**src/hdl/reset_ctl_pkg.sv**
```systemverilog
// Constants, field positions and types of the reset-cause and options block
package reset_ctl_pkg;

  // ==========================================================================
  // Register addresses on the CPU and debug ports
  localparam logic [15:0] STATUS_ADDR  = 16'h1800;
  localparam logic [15:0] FORCE_ADDR   = 16'h1801;
  localparam logic [15:0] OPTIONS_ADDR = 16'h1802;

  // ==========================================================================
  // Illegal address gaps
  localparam logic [15:0] GAP1_LO = 16'h0880;
  localparam logic [15:0] GAP1_HI = 16'h17ff;
  localparam logic [15:0] GAP2_LO = 16'h182c;
  localparam logic [15:0] GAP2_HI = 16'hbfff;

  // ==========================================================================
  // Reset-cause status fields
  localparam int B_POR = 7;
  localparam int B_PIN = 6;
  localparam int B_WD  = 5;
  localparam int B_OP  = 4;
  localparam int B_AD  = 3;
  localparam int B_CLK = 2;
  localparam int B_LVD = 1;
  localparam logic [7:0] STATUS_POR_VALUE = 8'h82;

  // ==========================================================================
  // Options fields and force-reset field
  localparam int B_WDE   = 7;
  localparam int B_WDT   = 6;
  localparam int B_HALT  = 5;
  localparam int B_DBGP  = 1;
  localparam int B_FORCE = 0;
  localparam logic [7:0] OPTIONS_RESET = 8'hc2;
  localparam logic [7:0] OPTIONS_MASK  = 8'he2;
  localparam logic [7:0] FORCE_READ    = 8'h00;

  // ==========================================================================
  // Cycle counts
  localparam int          RESET_HOLD_CYCLES = 8;
  localparam logic [3:0]  HOLD_LOAD         = 4'(RESET_HOLD_CYCLES - 1);
  localparam int unsigned WD_SHORT_CYCLES   = 2 ** 13;
  localparam int unsigned WD_LONG_CYCLES    = 2 ** 18;
  localparam int          WD_CNT_W          = 18;

  // ==========================================================================
  // Sequencer states
  typedef enum logic [1:0] {
    ST_RUN  = 2'b01,
    ST_HOLD = 2'b10
  } seq_state_t;

endpackage

```
**src/hdl/trip_if.sv**
```systemverilog
// Interface between the sequencer, the watchdog and the address checker
`timescale 1ns/1ps
`default_nettype none
interface trip_if;
  logic        wd_restart;
  logic        wd_hold;
  logic        wd_enable;
  logic        wd_long;
  logic        wd_trip;
  logic [15:0] addr;
  logic        access;
  logic        addr_trip;

  modport ctrl (
    output wd_restart, wd_hold, wd_enable, wd_long, addr, access,
    input  wd_trip, addr_trip
  );
  modport wdog (
    input  wd_restart, wd_hold, wd_enable, wd_long,
    output wd_trip
  );
  modport chk (
    input  addr, access,
    output addr_trip
  );
endinterface
`default_nettype wire

```
**src/hdl/reset_cause_and_system_options.sv**
```systemverilog
// Reset sequencer, reset-cause status, debug force reset, write-once options
// Function
// - Reset sets active source flags, clears others
// - Debug forced reset leaves all flags clear
// - Status write restarts watchdog, flags unchanged
// - Power-on sets power-on and low-voltage flags
// - Low-voltage keeps power-on flag; bit0 zero
// - Low reset pin sets pin flag
// - Watchdog reset sets its flag, gated by enable
// - Bad opcode, disabled halt/debug entry reset
// - Gap address access resets, sets flag
// - Register-area holes never cause address reset
// - Clock module request sets its flag
// - Low-voltage reset needs enables; halt gating
// - Force register debug-writable only, reads zero
// - Debug writing force bit causes reset
// - Options readable, write-once, bits 4,3,2,0 zero
// - Watchdog enable defaults one, gates timeout
// - Timeout select: 2^13 or 2^18 cycles
// - Halt enable defaults zero; halt illegal then
// - Debug pin enable, back to debug on reset
`timescale 1ns/1ps
`default_nettype none
module reset_cause_and_system_options
  import reset_ctl_pkg::*;
#(
  parameter int unsigned WD_SHORT = WD_SHORT_CYCLES,
  parameter int unsigned WD_LONG  = WD_LONG_CYCLES
) (
  input  wire logic        sys_clk,
  input  wire logic        rst,
  input  wire logic [15:0] cpu_addr,
  input  wire logic        cpu_rd,
  input  wire logic        cpu_wr,
  input  wire logic [7:0]  cpu_wdata,
  output logic      [7:0]  cpu_rdata,
  input  wire logic        dbg_wr,
  input  wire logic [15:0] dbg_addr,
  input  wire logic [7:0]  dbg_wdata,
  input  wire logic        reset_pin_n,
  input  wire logic        opcode_unimpl,
  input  wire logic        halt_exec,
  input  wire logic        enter_debug_exec,
  input  wire logic        debug_mode_enable,
  input  wire logic        clock_module_reset_req,
  input  wire logic        supply_low,
  input  wire logic        supply_detect_enable,
  input  wire logic        supply_detect_reset_enable,
  input  wire logic        supply_detect_in_halt_enable,
  input  wire logic        in_halt_mode,
  output logic             system_reset,
  output logic [7:0]       reset_cause_status,
  output logic             watchdog_enable,
  output logic             watchdog_timeout_select,
  output logic             halt_mode_enable,
  output logic             debug_pin_enable
);

  // ==========================================================================
  // Declarations
  trip_if tif ();

  seq_state_t  state_ff;
  seq_state_t  nxt_state;
  logic [3:0]  hold_cnt_ff;
  logic [3:0]  nxt_hold_cnt;
  logic [7:0]  cause_ff;
  logic [7:0]  nxt_cause;
  logic [7:0]  opts_ff;
  logic [7:0]  nxt_opts;
  logic        opts_locked_ff;
  logic        nxt_opts_locked;
  logic [7:0]  rdata_ff;
  logic [7:0]  nxt_rdata;

  logic        run;
  logic        pin_req;
  logic        wd_req;
  logic        op_req;
  logic        ad_req;
  logic        clk_req;
  logic        lvd_req;
  logic        force_req;
  logic        any_req;
  logic        status_wr;
  logic        opts_wr;
  logic [7:0]  captured;

  // ==========================================================================
  // Helpers
  assign run       = (state_ff == ST_RUN);
  // CPU is held in reset during HOLD, so its writes and gap accesses are ignored then; reads still load the read data
  assign status_wr = run && cpu_wr && (cpu_addr == STATUS_ADDR);
  assign opts_wr   = run && cpu_wr && (cpu_addr == OPTIONS_ADDR);

  // ==========================================================================
  // Sub-blocks
  assign tif.wd_restart = status_wr;
  assign tif.wd_hold    = !run;
  assign tif.wd_enable  = opts_ff[B_WDE];
  assign tif.wd_long    = opts_ff[B_WDT];
  assign tif.addr       = cpu_addr;
  assign tif.access     = run && (cpu_rd || cpu_wr);

  watchdog_timer #(
    .SHORT_CYCLES (WD_SHORT),
    .LONG_CYCLES  (WD_LONG)
  ) u_wdog (
    .sys_clk (sys_clk),
    .rst     (rst),
    .tif     (tif.wdog)
  );

  addr_gap_check u_gap (
    .tif (tif.chk)
  );

  // ==========================================================================
  // Reset sources
  assign pin_req = !reset_pin_n;
  assign wd_req  = tif.wd_trip;
  assign ad_req  = tif.addr_trip;
  assign clk_req = clock_module_reset_req;
  // Halt is illegal while halt mode is off, debug entry likewise
  assign op_req  = opcode_unimpl ||
                   (halt_exec && !opts_ff[B_HALT]) ||
                   (enter_debug_exec && !debug_mode_enable);
  // Detector stops in halt mode unless told to keep running
  assign lvd_req = supply_low && supply_detect_enable &&
                   supply_detect_reset_enable &&
                   (!in_halt_mode || supply_detect_in_halt_enable);
  // Only the debug port reaches the force bit; CPU writes go nowhere
  assign force_req = dbg_wr && (dbg_addr == FORCE_ADDR) &&
                     dbg_wdata[B_FORCE];
  assign any_req = pin_req || wd_req || op_req || ad_req ||
                   clk_req || lvd_req || force_req;

  // ==========================================================================
  // Cause capture: a low-voltage event owns the flags, power-on kept
  always_comb begin
    captured = 8'h00;
    if (lvd_req) begin
      captured[B_POR] = cause_ff[B_POR];
      captured[B_LVD] = 1'b1;
    end else begin
      captured[B_PIN] = pin_req;
      captured[B_WD]  = wd_req;
      captured[B_OP]  = op_req;
      captured[B_AD]  = ad_req;
      captured[B_CLK] = clk_req;
    end
    // A forced reset adds no flag of its own
  end

  // ==========================================================================
  // Sequencer: a request stretches system_reset to at least the hold time
  always_comb begin
    nxt_state    = state_ff;
    nxt_hold_cnt = hold_cnt_ff;
    nxt_cause    = cause_ff;
    case (state_ff)
      ST_RUN: begin
        if (any_req) begin
          nxt_state    = ST_HOLD;
          nxt_hold_cnt = HOLD_LOAD;
          nxt_cause    = captured;
        end
      end
      ST_HOLD: begin
        if (any_req) begin
          // A source that stays active keeps the reset going
          nxt_hold_cnt = HOLD_LOAD;
          nxt_cause    = captured;
        end else if (hold_cnt_ff == 4'h0) begin
          nxt_state = ST_RUN;
        end else begin
          nxt_hold_cnt = hold_cnt_ff - 4'h1;
        end
      end
      default: begin
        nxt_state    = ST_HOLD;
        nxt_hold_cnt = HOLD_LOAD;
      end
    endcase
  end

  always_ff @(posedge sys_clk or posedge rst) begin
    if (rst) begin
      state_ff    <= ST_HOLD;
      hold_cnt_ff <= HOLD_LOAD;
      cause_ff    <= STATUS_POR_VALUE;
    end else begin
      state_ff    <= nxt_state;
      hold_cnt_ff <= nxt_hold_cnt;
      cause_ff    <= nxt_cause;
    end
  end

  // ==========================================================================
  // Write-once options, reloaded on every reset
  always_comb begin
    nxt_opts        = opts_ff;
    nxt_opts_locked = opts_locked_ff;
    if (!run) begin
      nxt_opts        = OPTIONS_RESET;
      nxt_opts_locked = 1'b0;
    end else if (opts_wr && !opts_locked_ff) begin
      nxt_opts        = cpu_wdata & OPTIONS_MASK;
      nxt_opts_locked = 1'b1;
    end
  end

  always_ff @(posedge sys_clk or posedge rst) begin
    if (rst) begin
      opts_ff        <= OPTIONS_RESET;
      opts_locked_ff <= 1'b0;
    end else begin
      opts_ff        <= nxt_opts;
      opts_locked_ff <= nxt_opts_locked;
    end
  end

  // ==========================================================================
  // Read data, registered one cycle after the strobe
  always_comb begin
    nxt_rdata = rdata_ff;
    if (cpu_rd) begin
      case (cpu_addr)
        STATUS_ADDR:  nxt_rdata = cause_ff;
        FORCE_ADDR:   nxt_rdata = FORCE_READ;
        OPTIONS_ADDR: nxt_rdata = opts_ff;
        default:      nxt_rdata = 8'h00;
      endcase
    end
  end

  always_ff @(posedge sys_clk or posedge rst) begin
    if (rst) begin
      rdata_ff <= 8'h00;
    end else begin
      rdata_ff <= nxt_rdata;
    end
  end

  // ==========================================================================
  // Outputs
  assign cpu_rdata               = rdata_ff;
  assign system_reset            = state_ff[1];
  assign reset_cause_status      = cause_ff;
  assign watchdog_enable         = opts_ff[B_WDE];
  assign watchdog_timeout_select = opts_ff[B_WDT];
  assign halt_mode_enable        = opts_ff[B_HALT];
  assign debug_pin_enable        = opts_ff[B_DBGP];

  // ==========================================================================
  // Checks
  a_force_clear: assert property (
    @(posedge sys_clk) disable iff (rst)
    (run && force_req && !pin_req && !wd_req && !op_req && !ad_req &&
     !clk_req && !lvd_req) |=> (cause_ff == 8'h00) && system_reset)
    else $error("forced reset left a cause flag set");

  a_status_write: assert property (
    @(posedge sys_clk) disable iff (rst)
    (status_wr && !any_req) |=> $stable(cause_ff))
    else $error("status write changed cause flags");

  a_pin_flag: assert property (
    @(posedge sys_clk) disable iff (rst)
    (run && pin_req && !lvd_req) |=> cause_ff[B_PIN] && system_reset)
    else $error("pin reset did not set pin flag");

  a_lvd_keeps_por: assert property (
    @(posedge sys_clk) disable iff (rst)
    (run && lvd_req) |=> cause_ff[B_LVD] &&
      (cause_ff[B_POR] == $past(cause_ff[B_POR])) &&
      (cause_ff[6:2] == 5'h00))
    else $error("low-voltage capture wrong");

  a_bit0_zero: assert property (
    @(posedge sys_clk) disable iff (rst)
    !cause_ff[0])
    else $error("status bit 0 not zero");

  a_halt_illegal: assert property (
    @(posedge sys_clk) disable iff (rst)
    (run && halt_exec && !halt_mode_enable && !lvd_req)
      |=> cause_ff[B_OP])
    else $error("disabled halt did not reset");

  a_gap_access: assert property (
    @(posedge sys_clk) disable iff (rst)
    (run && cpu_rd && (cpu_addr == GAP2_LO) && !lvd_req)
      |=> cause_ff[B_AD] && system_reset)
    else $error("gap access did not reset");

  a_opts_once: assert property (
    @(posedge sys_clk) disable iff (rst)
    (run && opts_locked_ff && opts_wr && !any_req) |=> $stable(opts_ff))
    else $error("second options write took effect");

  a_opts_reload: assert property (
    @(posedge sys_clk) disable iff (rst)
    $fell(system_reset) |-> (opts_ff == OPTIONS_RESET) &&
      !opts_locked_ff)
    else $error("options not at defaults after reset");

  a_reset_length: assert property (
    @(posedge sys_clk) disable iff (rst)
    $rose(system_reset) |-> system_reset [*8])
    else $error("reset pulse shorter than hold time");

  a_flags_hold: assert property (
    @(posedge sys_clk) disable iff (rst)
    (run && !any_req) |=> $stable(cause_ff))
    else $error("cause flags moved without a reset");

endmodule
`default_nettype wire

```
**src/hdl/addr_gap_check.sv**
```systemverilog
// Flags CPU accesses that fall into the illegal address gaps
`timescale 1ns/1ps
`default_nettype none
module addr_gap_check
  import reset_ctl_pkg::*;
(
  trip_if.chk tif
);

  // ==========================================================================
  // Gap decode
  function automatic logic in_gap(input logic [15:0] a);
    in_gap = ((a >= GAP1_LO) && (a <= GAP1_HI)) ||
             ((a >= GAP2_LO) && (a <= GAP2_HI));
  endfunction

  // Register areas lie outside both gaps, so holes there never trip
  assign tif.addr_trip = tif.access && in_gap(tif.addr);

endmodule
`default_nettype wire

```
**src/hdl/watchdog_timer.sv**
```systemverilog
// Watchdog counter with short and long timeout
`timescale 1ns/1ps
`default_nettype none
module watchdog_timer
  import reset_ctl_pkg::*;
#(
  parameter int unsigned SHORT_CYCLES = WD_SHORT_CYCLES,
  parameter int unsigned LONG_CYCLES  = WD_LONG_CYCLES
) (
  input  wire logic sys_clk,
  input  wire logic rst,
  trip_if.wdog      tif
);

  logic [WD_CNT_W-1:0] cnt_ff;
  logic [WD_CNT_W-1:0] nxt_cnt;
  logic [WD_CNT_W-1:0] limit;

  // Terminal count picked by the timeout select
  assign limit = tif.wd_long ? WD_CNT_W'(LONG_CYCLES - 1)
                             : WD_CNT_W'(SHORT_CYCLES - 1);
  // Disabled watchdog never trips
  assign tif.wd_trip = tif.wd_enable && !tif.wd_hold &&
                       (cnt_ff == limit);

  // ==========================================================================
  // Counter
  always_comb begin
    if (tif.wd_restart || tif.wd_hold || !tif.wd_enable) begin
      nxt_cnt = '0;
    end else if (cnt_ff == limit) begin
      nxt_cnt = '0;
    end else begin
      nxt_cnt = cnt_ff + 1'b1;
    end
  end

  always_ff @(posedge sys_clk or posedge rst) begin
    if (rst) begin
      cnt_ff <= '0;
    end else begin
      cnt_ff <= nxt_cnt;
    end
  end

  // Counter must also sit at zero, so enabling later starts a full period
  a_wd_gated: assert property (
    @(posedge sys_clk) disable iff (rst)
    !tif.wd_enable |-> !tif.wd_trip ##1 (cnt_ff == '0))
    else $error("watchdog tripped while disabled");

endmodule
`default_nettype wire

```
**config.mk**
```make
export PLATFORM = sky130hd
export DESIGN_NAME = reset_cause_and_system_options
export DESIGN_NICKNAME = d
export VERILOG_FILES = /design/src/hdl/reset_ctl_pkg.sv /design/src/hdl/trip_if.sv /design/src/hdl/reset_cause_and_system_options.sv /design/src/hdl/addr_gap_check.sv /design/src/hdl/watchdog_timer.sv
export SDC_FILE = /design/constraint.sdc
export NUM_CORES = 1
export LEC_CHECK = 0
export BUFFER_PORTS_ARGS = -buffer_cell sky130_fd_sc_hd__buf_2
export CAP_MARGIN = 20
export CELL_PAD_IN_SITES_DETAIL_PLACEMENT = 0
export CELL_PAD_IN_SITES_GLOBAL_PLACEMENT = 1
export CORE_MARGIN = 5
export CORE_UTILIZATION = 38
export CTS_BUF_LIST = sky130_fd_sc_hd__clkbuf_8
export DETAILED_ROUTE_END_ITERATION = 7
export GPL_TIMING_DRIVEN = 0
export PLACE_DENSITY = 0.88
export SYNTH_ARGS = -nofsm -noshare
export SYNTH_HDL_FRONTEND = slang
export SYNTH_SLANG_ARGS = --single-unit
```
**constraint.sdc**
```tcl
create_clock -name sys_clk -period 2.8 [get_ports sys_clk]
set_input_delay 0.56 -clock sys_clk [delete_from_list [all_inputs] [get_ports sys_clk]]
set_output_delay 0.56 -clock sys_clk [all_outputs]
set_load 0.01 [all_outputs]
```
### Word-level counts from Yosys, hierarchy flattened

Index checks and enable logic that the tools add are counted.

| operators by class | value |
|---|---|
| order comparisons | 4 |
| equality and inequality tests | 11 |
| bitwise gates (word level) | 1 |
| reductions and logical operators | 43 |
| $add $sub $neg | 2 |
| mux-type cells | 18 |

Operators by type and width:

| operator | count |
|---|---|
| $mux 18 | 3 |
| $eq 16x13->1 const B | 3 |
| $add 18x1->18 const B | 1 |
| $eq 18x18->1 | 1 |
| $logic_and 1x1->1 | 17 |
| $ge 16x12->1 const B | 1 |
| $ge 16x13->1 const B | 1 |
| $le 16x13->1 const B | 1 |
| $le 16x16->1 const B | 1 |
| $mux 8 | 2 |
| $pmux 8 s2 | 1 |
| $logic_or 1x1->1 | 13 |
| $mux 4 | 3 |
| $pmux 4 s2 | 1 |
| $logic_not 1->1 | 7 |
| $mux 2 | 3 |
| $reduce_and 3->1 | 2 |
| $mux 5 | 1 |
| $logic_not 4->1 | 1 |
| $ne 2x1->1 const B | 2 |
| $ne 2x2->1 const B | 2 |
| $pmux 2 s2 | 1 |
| $reduce_and 2->1 | 2 |
| $sub 4x1->4 const B | 1 |
| other kinds (6) | 8 |

| storage, ports and cells | value |
|---|---|
| word-level logic and storage cells | 87 |
| output and inout bits | 21 |
| input bits | 64 |
| flip-flop bits (word level) | 48 |

### Logic depth before layout (Yosys ltp)

Gate-level depths: netlist (run 1).

| depth | value |
|---|---|
| depth in word-level cells | 11 |
| mapped depth | 8 |
| gate-level depth less buffers | 7 |

### Modules after synthesis

From an unflattened synthesis (run 1), not the netlist that was laid out.

| second synthesis, totals | value |
|---|---|
| cell total of the unflattened synthesis | 235 |
| area, all modules | 2417.3 µm² |

Modules (own cells, without submodules):

| module | area each (µm²) | sequential area each (µm²) | cells an instance | times used |
|---|---|---|---|---|
| reset_cause_and_system_options | 1390.1 | 636.9 | 131 | 1 |
| watchdog_timer | 965.9 | 450.4 | 95 | 1 |
| addr_gap_check | 61.3 | 0.0 | 9 | 1 |

### Worst setup path before layout (run 1)

No wires, ideal clock.

| path | value |
|---|---|
| path type | input-to-reg |
| from | input cpu_addr[8] |
| to | register cause_ff[4] (netlist: reset_cause_status[4]) |
| required time | 2.675 ns |
| data arrival time | 2.058 ns |
| setup slack | 0.617 ns |
| path buffers | 0 |
| library setup time | 0.125 ns |
| stages on the path | 5 |
| path through | or4_4 -> a21oi_2 -> a21oi_2 -> o31ai_4 -> mux2_4 |

| on the way | value |
|---|---|
| word-level cells in the longest chain between the ends | 9 |
| elaborated cells on any way between the ends | 13 |
| classes of those cells | order compare: 4; reduce/logical: 9 |

RTL lines:

| element | RTL line | RTL |
|---|---|---|
| from (decl) | reset_cause_and_system_options.sv:32 | `input wire logic [15:0] cpu_addr,` |
| $ge 16x12->1, or another cell as far along | addr_gap_check.sv:13 | `in_gap = ((a >= GAP1_LO) && (a <= GAP1_HI)) \|\|` |
| $logic_and 1x1->1 (on tied branches) | addr_gap_check.sv:13, addr_gap_check.sv:14 |  |
| $logic_or 1x1->1 * | addr_gap_check.sv:13 |  |
| $logic_and 1x1->1 * | addr_gap_check.sv:18 | `assign tif.addr_trip = tif.access && in_gap(tif.addr);` |
| $logic_or 1x1->1 * (2 in a row) | reset_cause_and_system_options.sv:135 | `assign any_req = pin_req \|\| wd_req \|\| op_req \|\| ad_req \|\|` |
| $logic_or 1x1->1 * (2 in a row) | reset_cause_and_system_options.sv:136 | `clk_req \|\| lvd_req \|\| force_req;` |
| $reduce_and 2->1 (no line) * | n/a |  |
| to (signal assigned) | reset_cause_and_system_options.sv:195 | `cause_ff <= nxt_cause;` |
| to (decl) | reset_cause_and_system_options.sv:67 | `logic [7:0] cause_ff;` |

Mark *: on every way between the ends. The rest lies on a longest branch, timed or not.
A chain may end at the register's enable or synchronous reset.

### Final worst setup path (run 1)

| path | value |
|---|---|
| from | register u_wdog.cnt_ff[0] |
| to | register cause_ff[6] (netlist: reset_cause_status[6]) |

| on the way | value |
|---|---|
| word-level cells in the longest chain between the ends | 9 |

RTL lines:

| element | RTL line | RTL |
|---|---|---|
| from (decl) | watchdog_timer.sv:15 | `logic [WD_CNT_W-1:0] cnt_ff;` |
| from (signal assigned) | watchdog_timer.sv:42 | `cnt_ff <= nxt_cnt;` |
| $eq 18x18->1 | watchdog_timer.sv:24 | `(cnt_ff == limit);` |
| $logic_and 1x1->1 | watchdog_timer.sv:23 | `assign tif.wd_trip = tif.wd_enable && !tif.wd_hold &&` |
| $logic_or 1x1->1 (4 in a row) | reset_cause_and_system_options.sv:135 |  |
| $logic_or 1x1->1 (2 in a row) | reset_cause_and_system_options.sv:136 |  |
| $reduce_and 2->1 (no line) | n/a |  |

No other way between the ends.

==> key figures, run 1 <==
STA
  • Worst hold margin: 0.2791 ns
  • Clock period minus final worst setup slack: 2.239 ns
  • Final Hold Fails: 0
  • Aggregate negative setup slack: 0 ns
  • Highest Clock Rate: ~450 MHz
  • Unrepaired setup endpoints after global routing: false
  • Final-report setup violation count: 0
  • Relative slew slack: 0.6053
  • Clock skew: approximately 0.0036 ns
  • Transition time at the pin with the least slew margin: 0.5894 ns
  • Total count of max-transition violations in the final report: 0
  • Ratio of final minimum period to clock period: 0.7998

Critical path
  • Endpoint class of the critical path: flip-flop
  • Element type at the critical path start: flip-flop
  • Class of the most critical setup path: flip-flop to flip-flop
  • Number of cells on the worst reg-to-reg path: 6
  • Destination of the worst register-to-register timing path: reset_cause_status[6]
  • CP Max Fanout: 6
  • Internal reg-to-reg setup slack: 0.56 ns
  • Launching point of the worst reg2reg path: u_wdog.cnt_ff[0]
  • Endpoint required time on the critical path: 2.98 ns
  • Critical path arrival: 2.42 ns

CTS
  • CTS tree: done
  • # hold bufs at CTS: 0
  • Number of CTS-inserted buffers: 5
  • Sink count of the clock tree: 43
  • Clk pin slew, worst setup/hold paths: approximately 0.08 ns
  • Number of gates resized after cts: 0
  • Largest buffer count on any clock path: 2
  • Clk Tree Root Cell: sky130_fd_sc_hd__clkbuf_8
  • Clock latency at the later pin of the worst-skew pair: 0.29 ns
  • Number of setup buffers added after CTS: 0
  • H-tree depth reported by CTS: 2

Die
  • Total Die Area: 0.007804 mm2
  • Core Box Area: about 0.0060 mm2
  • Die Width: 88.34 um
  • Boundary Pins: 85
  • Die Height: between 80 and 90 um
  • Num rows: 28
  • Effective utilization at floorplan: 0.3916

Global routing
  • Via count of the first global-routing pass: about 2100
  • Combined global-route utilization of all metal layers: 0.1537
  • Total grt overflow: 0
  • First-pass GRT wire length: 9535 um
  • Largest net degree at the start of global routing: between 40 and 50
  • Antenna violations before repair: 0

Yosys
  • Proportion of synthesized flip-flops having asynchronous set or reset: 1.000
  • Proportion of synthesized chip area in sequential cells: 0.4662
  • Top FF cell, synth: sky130_fd_sc_hd__dfrtp_1
  • Synth cell types: roughly 50
  • Number of warning messages in the yosys log: 0
  • Number of flops mapped to enable cells by yosys: 0
  • Netlist area before placement: 0.002332 mm2
  • Synthesized netlist cell count: 247
  • Number of synthesized register bits: 43
  • Mean area per synthesized cell: ~9.4 um2

Route
  • Drt pass-1 iters: 4
  • Uppermost metal layer occupied by signal nets: met4
  • DRC violation count after routing: 0
  • Wirelength, routed: 5399 um
  • Vias per cell: 5.010
  • Met2 WL post-DR: 2415 um
  • Vias after detailed routing: 2019
  • Detail-routed net length per standard cell: 13.40 um
  • Detail Route Antenna Nets: 0
  • Routed met1 length: between 2000 and 3000 um
  • Total met3 wirelength after detailed routing: 342 um
  • DRC violation total after the first TritonRoute iteration: 78

Place
  • Number of input and output port buffers inserted: 71
  • Area after DPL: 0.002805 mm2
  • Final RePlAce weighted congestion: 0.7863
  • Post-DP HPWL: ~4200 um

Cells and area
  • # nets final: 395
  • Layout cells sized above 1: 0.3476
  • Final instance area: 0.002923 mm2
  • Most common cell after layout, fill and taps aside: sky130_fd_sc_hd__buf_2
  • Commonest cells after routing, fill and taps aside: sky130_fd_sc_hd__buf_2 (71), sky130_fd_sc_hd__nor2_1 (36), sky130_fd_sc_hd__dfrtp_1 (34)
  • Antenna Cells: 0
  • Relative area change from synthesis to final layout: 25.32%

Power and ir drop
  • Part of the total power dissipated in the clock network: 0.404
  • Maximum vdd ir drop: approximately 0.24 mV
  • Power share of the combinational group: 0.083
  • Internal Dissipation: around 0.97 mW
  • P_leak: 1.300 nW
  • Pwr Density: 423.4 mW/mm2
  • Net switching power of the design: 0.2671 mW
  • Reg power frac: 0.514
  • Overall power after layout: between 1 and 1.5 mW
  • Sw Ratio: 0.2158

Run status
  • Run status: complete, no violations

Min path
  • Hold Path Class: input pin to async pin

Job
  • Reported max-cap violation count: 0
-- worst max-delay path: stages, from the launching register on --
cell                      delay (ns)
sky130_fd_sc_hd__dfrtp_1        0.40
sky130_fd_sc_hd__ha_1           0.22
sky130_fd_sc_hd__nand4_1        0.19
sky130_fd_sc_hd__or4_1          0.58
sky130_fd_sc_hd__a21oi_2        0.26
sky130_fd_sc_hd__o31ai_4        0.16
sky130_fd_sc_hd__mux2_4         0.32
-- routing by layer --
metal,up-vias,GRT usage
met5,-,0
met4,0,0.05632
met3,8,0.03911
met2,49,0.2359
met1,942,0.2103
li1,1020,-
-- cell usage after synthesis, types with 2 or more instances --
cell,instances,area (um2)
sky130_fd_sc_hd__or4_4,3,33.78
sky130_fd_sc_hd__dfrtp_1,34,850.8
sky130_fd_sc_hd__o211ai_1,2,15.01
sky130_fd_sc_hd__nand2b_1,3,18.77
sky130_fd_sc_hd__ha_1,4,50.05
sky130_fd_sc_hd__nor2_1,36,135.1
sky130_fd_sc_hd__o41ai_1,2,17.52
sky130_fd_sc_hd__nand2_1,18,67.56
sky130_fd_sc_hd__mux2_4,2,30.03
sky130_fd_sc_hd__nand3b_1,2,15.01
sky130_fd_sc_hd__clkbuf_1,3,11.26
sky130_fd_sc_hd__or3_1,2,12.51
sky130_fd_sc_hd__dfstp_2,9,236.5
sky130_fd_sc_hd__nor4_1,4,25.02
sky130_fd_sc_hd__nor3_1,5,25.02
sky130_fd_sc_hd__or4_1,2,15.01
sky130_fd_sc_hd__nand3_1,16,80.08
sky130_fd_sc_hd__a21oi_1,11,55.05
sky130_fd_sc_hd__nor2b_1,5,31.28
sky130_fd_sc_hd__xor2_1,6,52.55
sky130_fd_sc_hd__inv_1,18,67.56
sky130_fd_sc_hd__buf_4,3,22.52
sky130_fd_sc_hd__o21ai_0,3,15.01
sky130_fd_sc_hd__a22o_1,3,26.28
sky130_fd_sc_hd__and2_1,2,12.51
sky130_fd_sc_hd__a31o_2,2,17.52
sky130_fd_sc_hd__a21oi_2,3,26.28
sky130_fd_sc_hd__a22oi_1,4,30.03
sky130_fd_sc_hd__o21ai_1,3,15.01
sky130_fd_sc_hd__and3_1,2,12.51
sky130_fd_sc_hd__nand4_1,4,25.02
sky130_fd_sc_hd__or2_2,2,12.51
sky130_fd_sc_hd__nor4b_1,2,17.52
sky130_fd_sc_hd__xnor2_1,10,87.58
-- worst max path at each step --
| stage | endpoint | slack [ns] | from |
|---|---|---|---|
| global route | reset_cause_status[4] | 0.42 | state_ff[1] |
| CTS | reset_cause_status[6] | 0.55 | u_wdog.cnt_ff[0] |
| floorplan | reset_cause_status[4] | 0.62 | cpu_addr[8] |
| detailed placement | u_wdog.cnt_ff[7] | 0.36 | cpu_addr[3] |
| finish | reset_cause_status[6] | 0.56 | u_wdog.cnt_ff[0] |
| global placement | u_wdog.cnt_ff[14] | 0.39 | cpu_addr[3] |
-- power groups by stage --
stage,sequential (mW),clock [mW],combinational (mW)
final,0.636,0.499,0.102
after global routing,0.637,0.541,0.116
after CTS,0.636,0.516,0.104
after detailed placement,0.648,0,0.104
after global placement,0.648,0,0.0986
after floorplan,0.650,0,0.0404
-- registers in the layout (all words and copies together) (netlist names) --
register            flops
cpu_rdata               7
reset_cause_status      7
opts_ff                 4
u_wdog.cnt_ff          18
hold_cnt_ff             4
state_ff                2
opts_locked_ff          1
-- area by class of cell --
type                            count  area [um2]
Timing Repair Buffer               72       375.4
Clock inverter                      2       35.03
Sequential cell                    43        1087
Inverter                           18       67.56
Multi-Input combinational cell    181        1147
Buffer                              6       33.78
Fill cell                         597        3033
Tap cell                           75       93.84
Clock buffer                        6       82.58
-- through the flow --
stage	utilization	setup WS, ns	cells
after floorplan	-	0.6172	248
after global placement	0.4676	0.3897	394
after detailed placement	0.4710	0.3573	395
after CTS	0.4908	0.5493	403
after global routing	0.4908	0.4203	403
final	0.4908	0.5607	403
-- cells by family after synthesis --
logic type	Yosys count	share of synthesized area
multiplexers	3	0.01717
AND/OR/NAND/NOR	116	0.2650
flip-flops	43	0.4662
adder cells (fa/ha/maj)	4	0.02146
other	1	0.001608
buffers and inverters	24	0.04345
AO/OA/AOI/OAI	40	0.1250
XOR/XNOR	16	0.06008
Note: power is estimated with default switching activity, not from simulation.
==> inputs of run 2 (changes only) <==
==> constraint.sdc (replaced) <==
create_clock -name sys_clk -period 2.15 [get_ports sys_clk]
set_input_delay 0.43 -clock sys_clk [delete_from_list [all_inputs] [get_ports sys_clk]]
set_output_delay 0.43 -clock sys_clk [all_outputs]
set_load 0.01 [all_outputs]
==> key figures, run 2 (synthesis results as in run 1) <==
Run status
  • Run status: complete, no violations (unchanged)

Cells and area
  • Layout cells sized above 1: 0.3754 (was 0.3476)
  • Commonest cells after routing, fill and taps aside: sky130_fd_sc_hd__buf_2 (71), sky130_fd_sc_hd__nor2_1 (36), sky130_fd_sc_hd__dfrtp_1 (34) (unchanged)
  • Most common cell after layout, fill and taps aside: sky130_fd_sc_hd__buf_2 (unchanged)
  • # nets final: 400 (was 395)
  • Antenna Cells: 0 (unchanged)
  • Largest register FFs: 18 (unchanged)
  • Number of fillers in the final layout: 591 (was 597)
  • Relative area change from synthesis to final layout: 28.17% (was 25.32%)
  • Register containing the most flip-flops in the final layout: u_wdog.cnt_ff (unchanged)

Global routing
  • Via count of the first global-routing pass: 2124 (was 2109)
  • Combined global-route utilization of all metal layers: 0.1547 (was 0.1537)
  • Largest net degree at the start of global routing: 44 (unchanged)
  • First-pass GRT wire length: 9584 um (was 9535 um)
  • Antenna violations before repair: 0 (unchanged)
  • Total grt overflow: 0 (unchanged)

STA
  • Clock skew: 0.006146 ns (was 0.003631 ns)
  • Transition time at the pin with the least slew margin: 0.5642 ns (was 0.5894 ns)
  • Worst hold margin: 0.1495 ns (was 0.2791 ns)
  • Highest Clock Rate: 475.1 MHz (was 446.6 MHz)
  • Clock period minus final worst setup slack: 2.105 ns (was 2.239 ns)
  • Final-report setup violation count: 0 (unchanged)
  • Unrepaired setup endpoints after global routing: false (unchanged)
  • Ratio of final minimum period to clock period: 0.9789 (was 0.7998)
  • Final Hold Fails: 0 (unchanged)
  • Total count of max-transition violations in the final report: 0 (unchanged)
  • Relative slew slack: 0.6222 (was 0.6053)

Die
  • Effective utilization at floorplan: 0.3916 (unchanged)
  • Core Box Area: 0.005956 mm2 (unchanged)
  • Boundary Pins: 85 (unchanged)
  • Num rows: 28 (unchanged)
  • Total Die Area: 0.007804 mm2 (unchanged)
  • Die Width: 88.34 um (unchanged)
  • Die Height: 88.34 um (unchanged)

Route
  • DRC violation total after the first TritonRoute iteration: 71 (was 78)
  • Vias per cell: 5.007 (was 5.010)
  • DRC violation count after routing: 0 (unchanged)
  • Wirelength, routed: 5585 um (was 5399 um)
  • Detail Route Antenna Nets: 0 (unchanged)
  • Drt pass-1 iters: 5 (was 4)
  • Vias after detailed routing: 2043 (was 2019)
  • Detail-routed net length per standard cell: 13.69 um (was 13.40 um)

Critical path
  • Crit-path max cell delay: 0.57 ns (was 0.58 ns)
  • Cells along the critical path: inv_2, ha_2, nand4_1, or4_4, a21oi_4, o31ai_4, mux2_4 (was ha_1, nand4_1, or4_1, a21oi_2, o31ai_4, mux2_4)
  • Element type at the critical path start: flip-flop (unchanged)
  • Cell with the largest stage delay on the worst path: sky130_fd_sc_hd__or4_4 (was sky130_fd_sc_hd__or4_1)
  • Class of the most critical setup path: flip-flop to flip-flop (unchanged)
  • Critical path arrival: 2.28 ns (was 2.42 ns)
  • Number of cells on the worst reg-to-reg path: 7 (was 6)
  • CP Max Fanout: 6 (unchanged)
  • Endpoint class of the critical path: flip-flop (unchanged)
  • Endpoint required time on the critical path: 2.33 ns (was 2.98 ns)

CTS
  • Sink count of the clock tree: 43 (unchanged)
  • CTS tree: done (unchanged)
  • H-tree depth reported by CTS: 2 (unchanged)
  • Largest buffer count on any clock path: 2 (unchanged)
  • Clk Tree Root Cell: sky130_fd_sc_hd__clkbuf_8 (unchanged)
  • Number of CTS-inserted buffers: 5 (unchanged)
  • Clock latency at the later pin of the worst-skew pair: 0.29 ns (about the same)
  • Clk pin slew, worst setup/hold paths: 0.08 ns (about the same)

Place
  • Post-DP HPWL: 4211 um (unchanged)
  • Number of input and output port buffers inserted: 71 (unchanged)
  • Final RePlAce weighted congestion: 0.7863 (unchanged)

Job
  • Reported max-cap violation count: 0 (unchanged)

Power and ir drop
  • Maximum vdd ir drop: 0.3165 mV (was 0.2426 mV)
  • Pwr Density: 538.7 mW/mm2 (was 423.4 mW/mm2)
  • Overall power after layout: 1.610 mW (was 1.238 mW)
  • P_leak: 1.324 nW (was 1.300 nW)

Min path
  • Hold Path Class: input pin to async pin (unchanged)
[run 2: cell types whose count changed in the layout (fill, tap and decap cells not counted), sizes merged]
cell / change
buf: +6
clkbuf: -1
[run 2: where the power goes]
part           internal [mW]  total (mW)  switching (mW)
registers              0.820       0.828         0.00779
logic                 0.0682       0.134          0.0659
clock network          0.376       0.648           0.272
[run 2: through the flow]
step | instance area (um2) | TNS [ns] | worst slack, ns | instances | utilization
final | 2989 | 0 | 0.04537 | 408 | 0.5019
after global routing | 2989 | 0 | 0.002437 | 408 | 0.5019
after CTS | 2955 | 0 | 0.006692 | 405 | 0.4962
after detailed placement | 2805 | -2.310 | -0.1627 | 395 | 0.4710
after global placement | 2785 | -1.710 | -0.1303 | 394 | 0.4676
after floorplan | 2336 | 0 | 0.09723 | 248 | -
[run 2: final cells by class]
type	count	area [um2]	share of cell area
well taps	75	93.84	0.03139
inverters	18	67.56	0.02260
multi-input cells	181	1169	0.3910
flip-flops and latches	43	1087	0.3637
repair buffers	77	412.9	0.1381
clock inverters	2	35.03	0.01172
clock buffers	6	82.58	0.02763
plain buffers	6	41.29	0.01381
[run 2: path summary, 6_finish.rpt]
kind | startpoint | end | slack (ns)
min reg2reg | reset_cause_status[7] | reset_cause_status[7] | 0.47
min | rst | u_wdog.cnt_ff[4] | 0.15
max | state_ff[1] | reset_cause_status[6] | 0.05
max reg2reg | state_ff[1] | reset_cause_status[6] | 0.05
min in group sys_clk | cpu_wdata[1] | opts_ff[1] | 0.36
max in group asynchronous | rst | reset_cause_status[1] | 1.73
[run 2: per-layer routing]
layer | vias up | wire length [um] | track usage
met4 | 0 | 103 | 0.05632
li1 | 1026 | - | -
met5 | - | 0 | 0
met3 | 10 | 380 | 0.03911
met2 | 57 | 2529 | 0.2400
met1 | 950 | 2572 | 0.2097
[run 2: worst max-delay path: cells and delay by family (launching register included)]
family,cells,cell delay [ns]
AOI/OAI and AO/OA,2,0.34
adders and majority gates,1,0.19
DFF,1,0.39
and+or+nand+nor,2,0.69
muxes,1,0.32
buffers and inverters,1,0.06
[run 2: what timing repair did]
action                                  CTS  global route
endpoints found under the setup margin    5            13
gates resized for setup                   5             5
hold buffers                              0             0
pin swaps                                 1             3
buffers inserted                          2             3
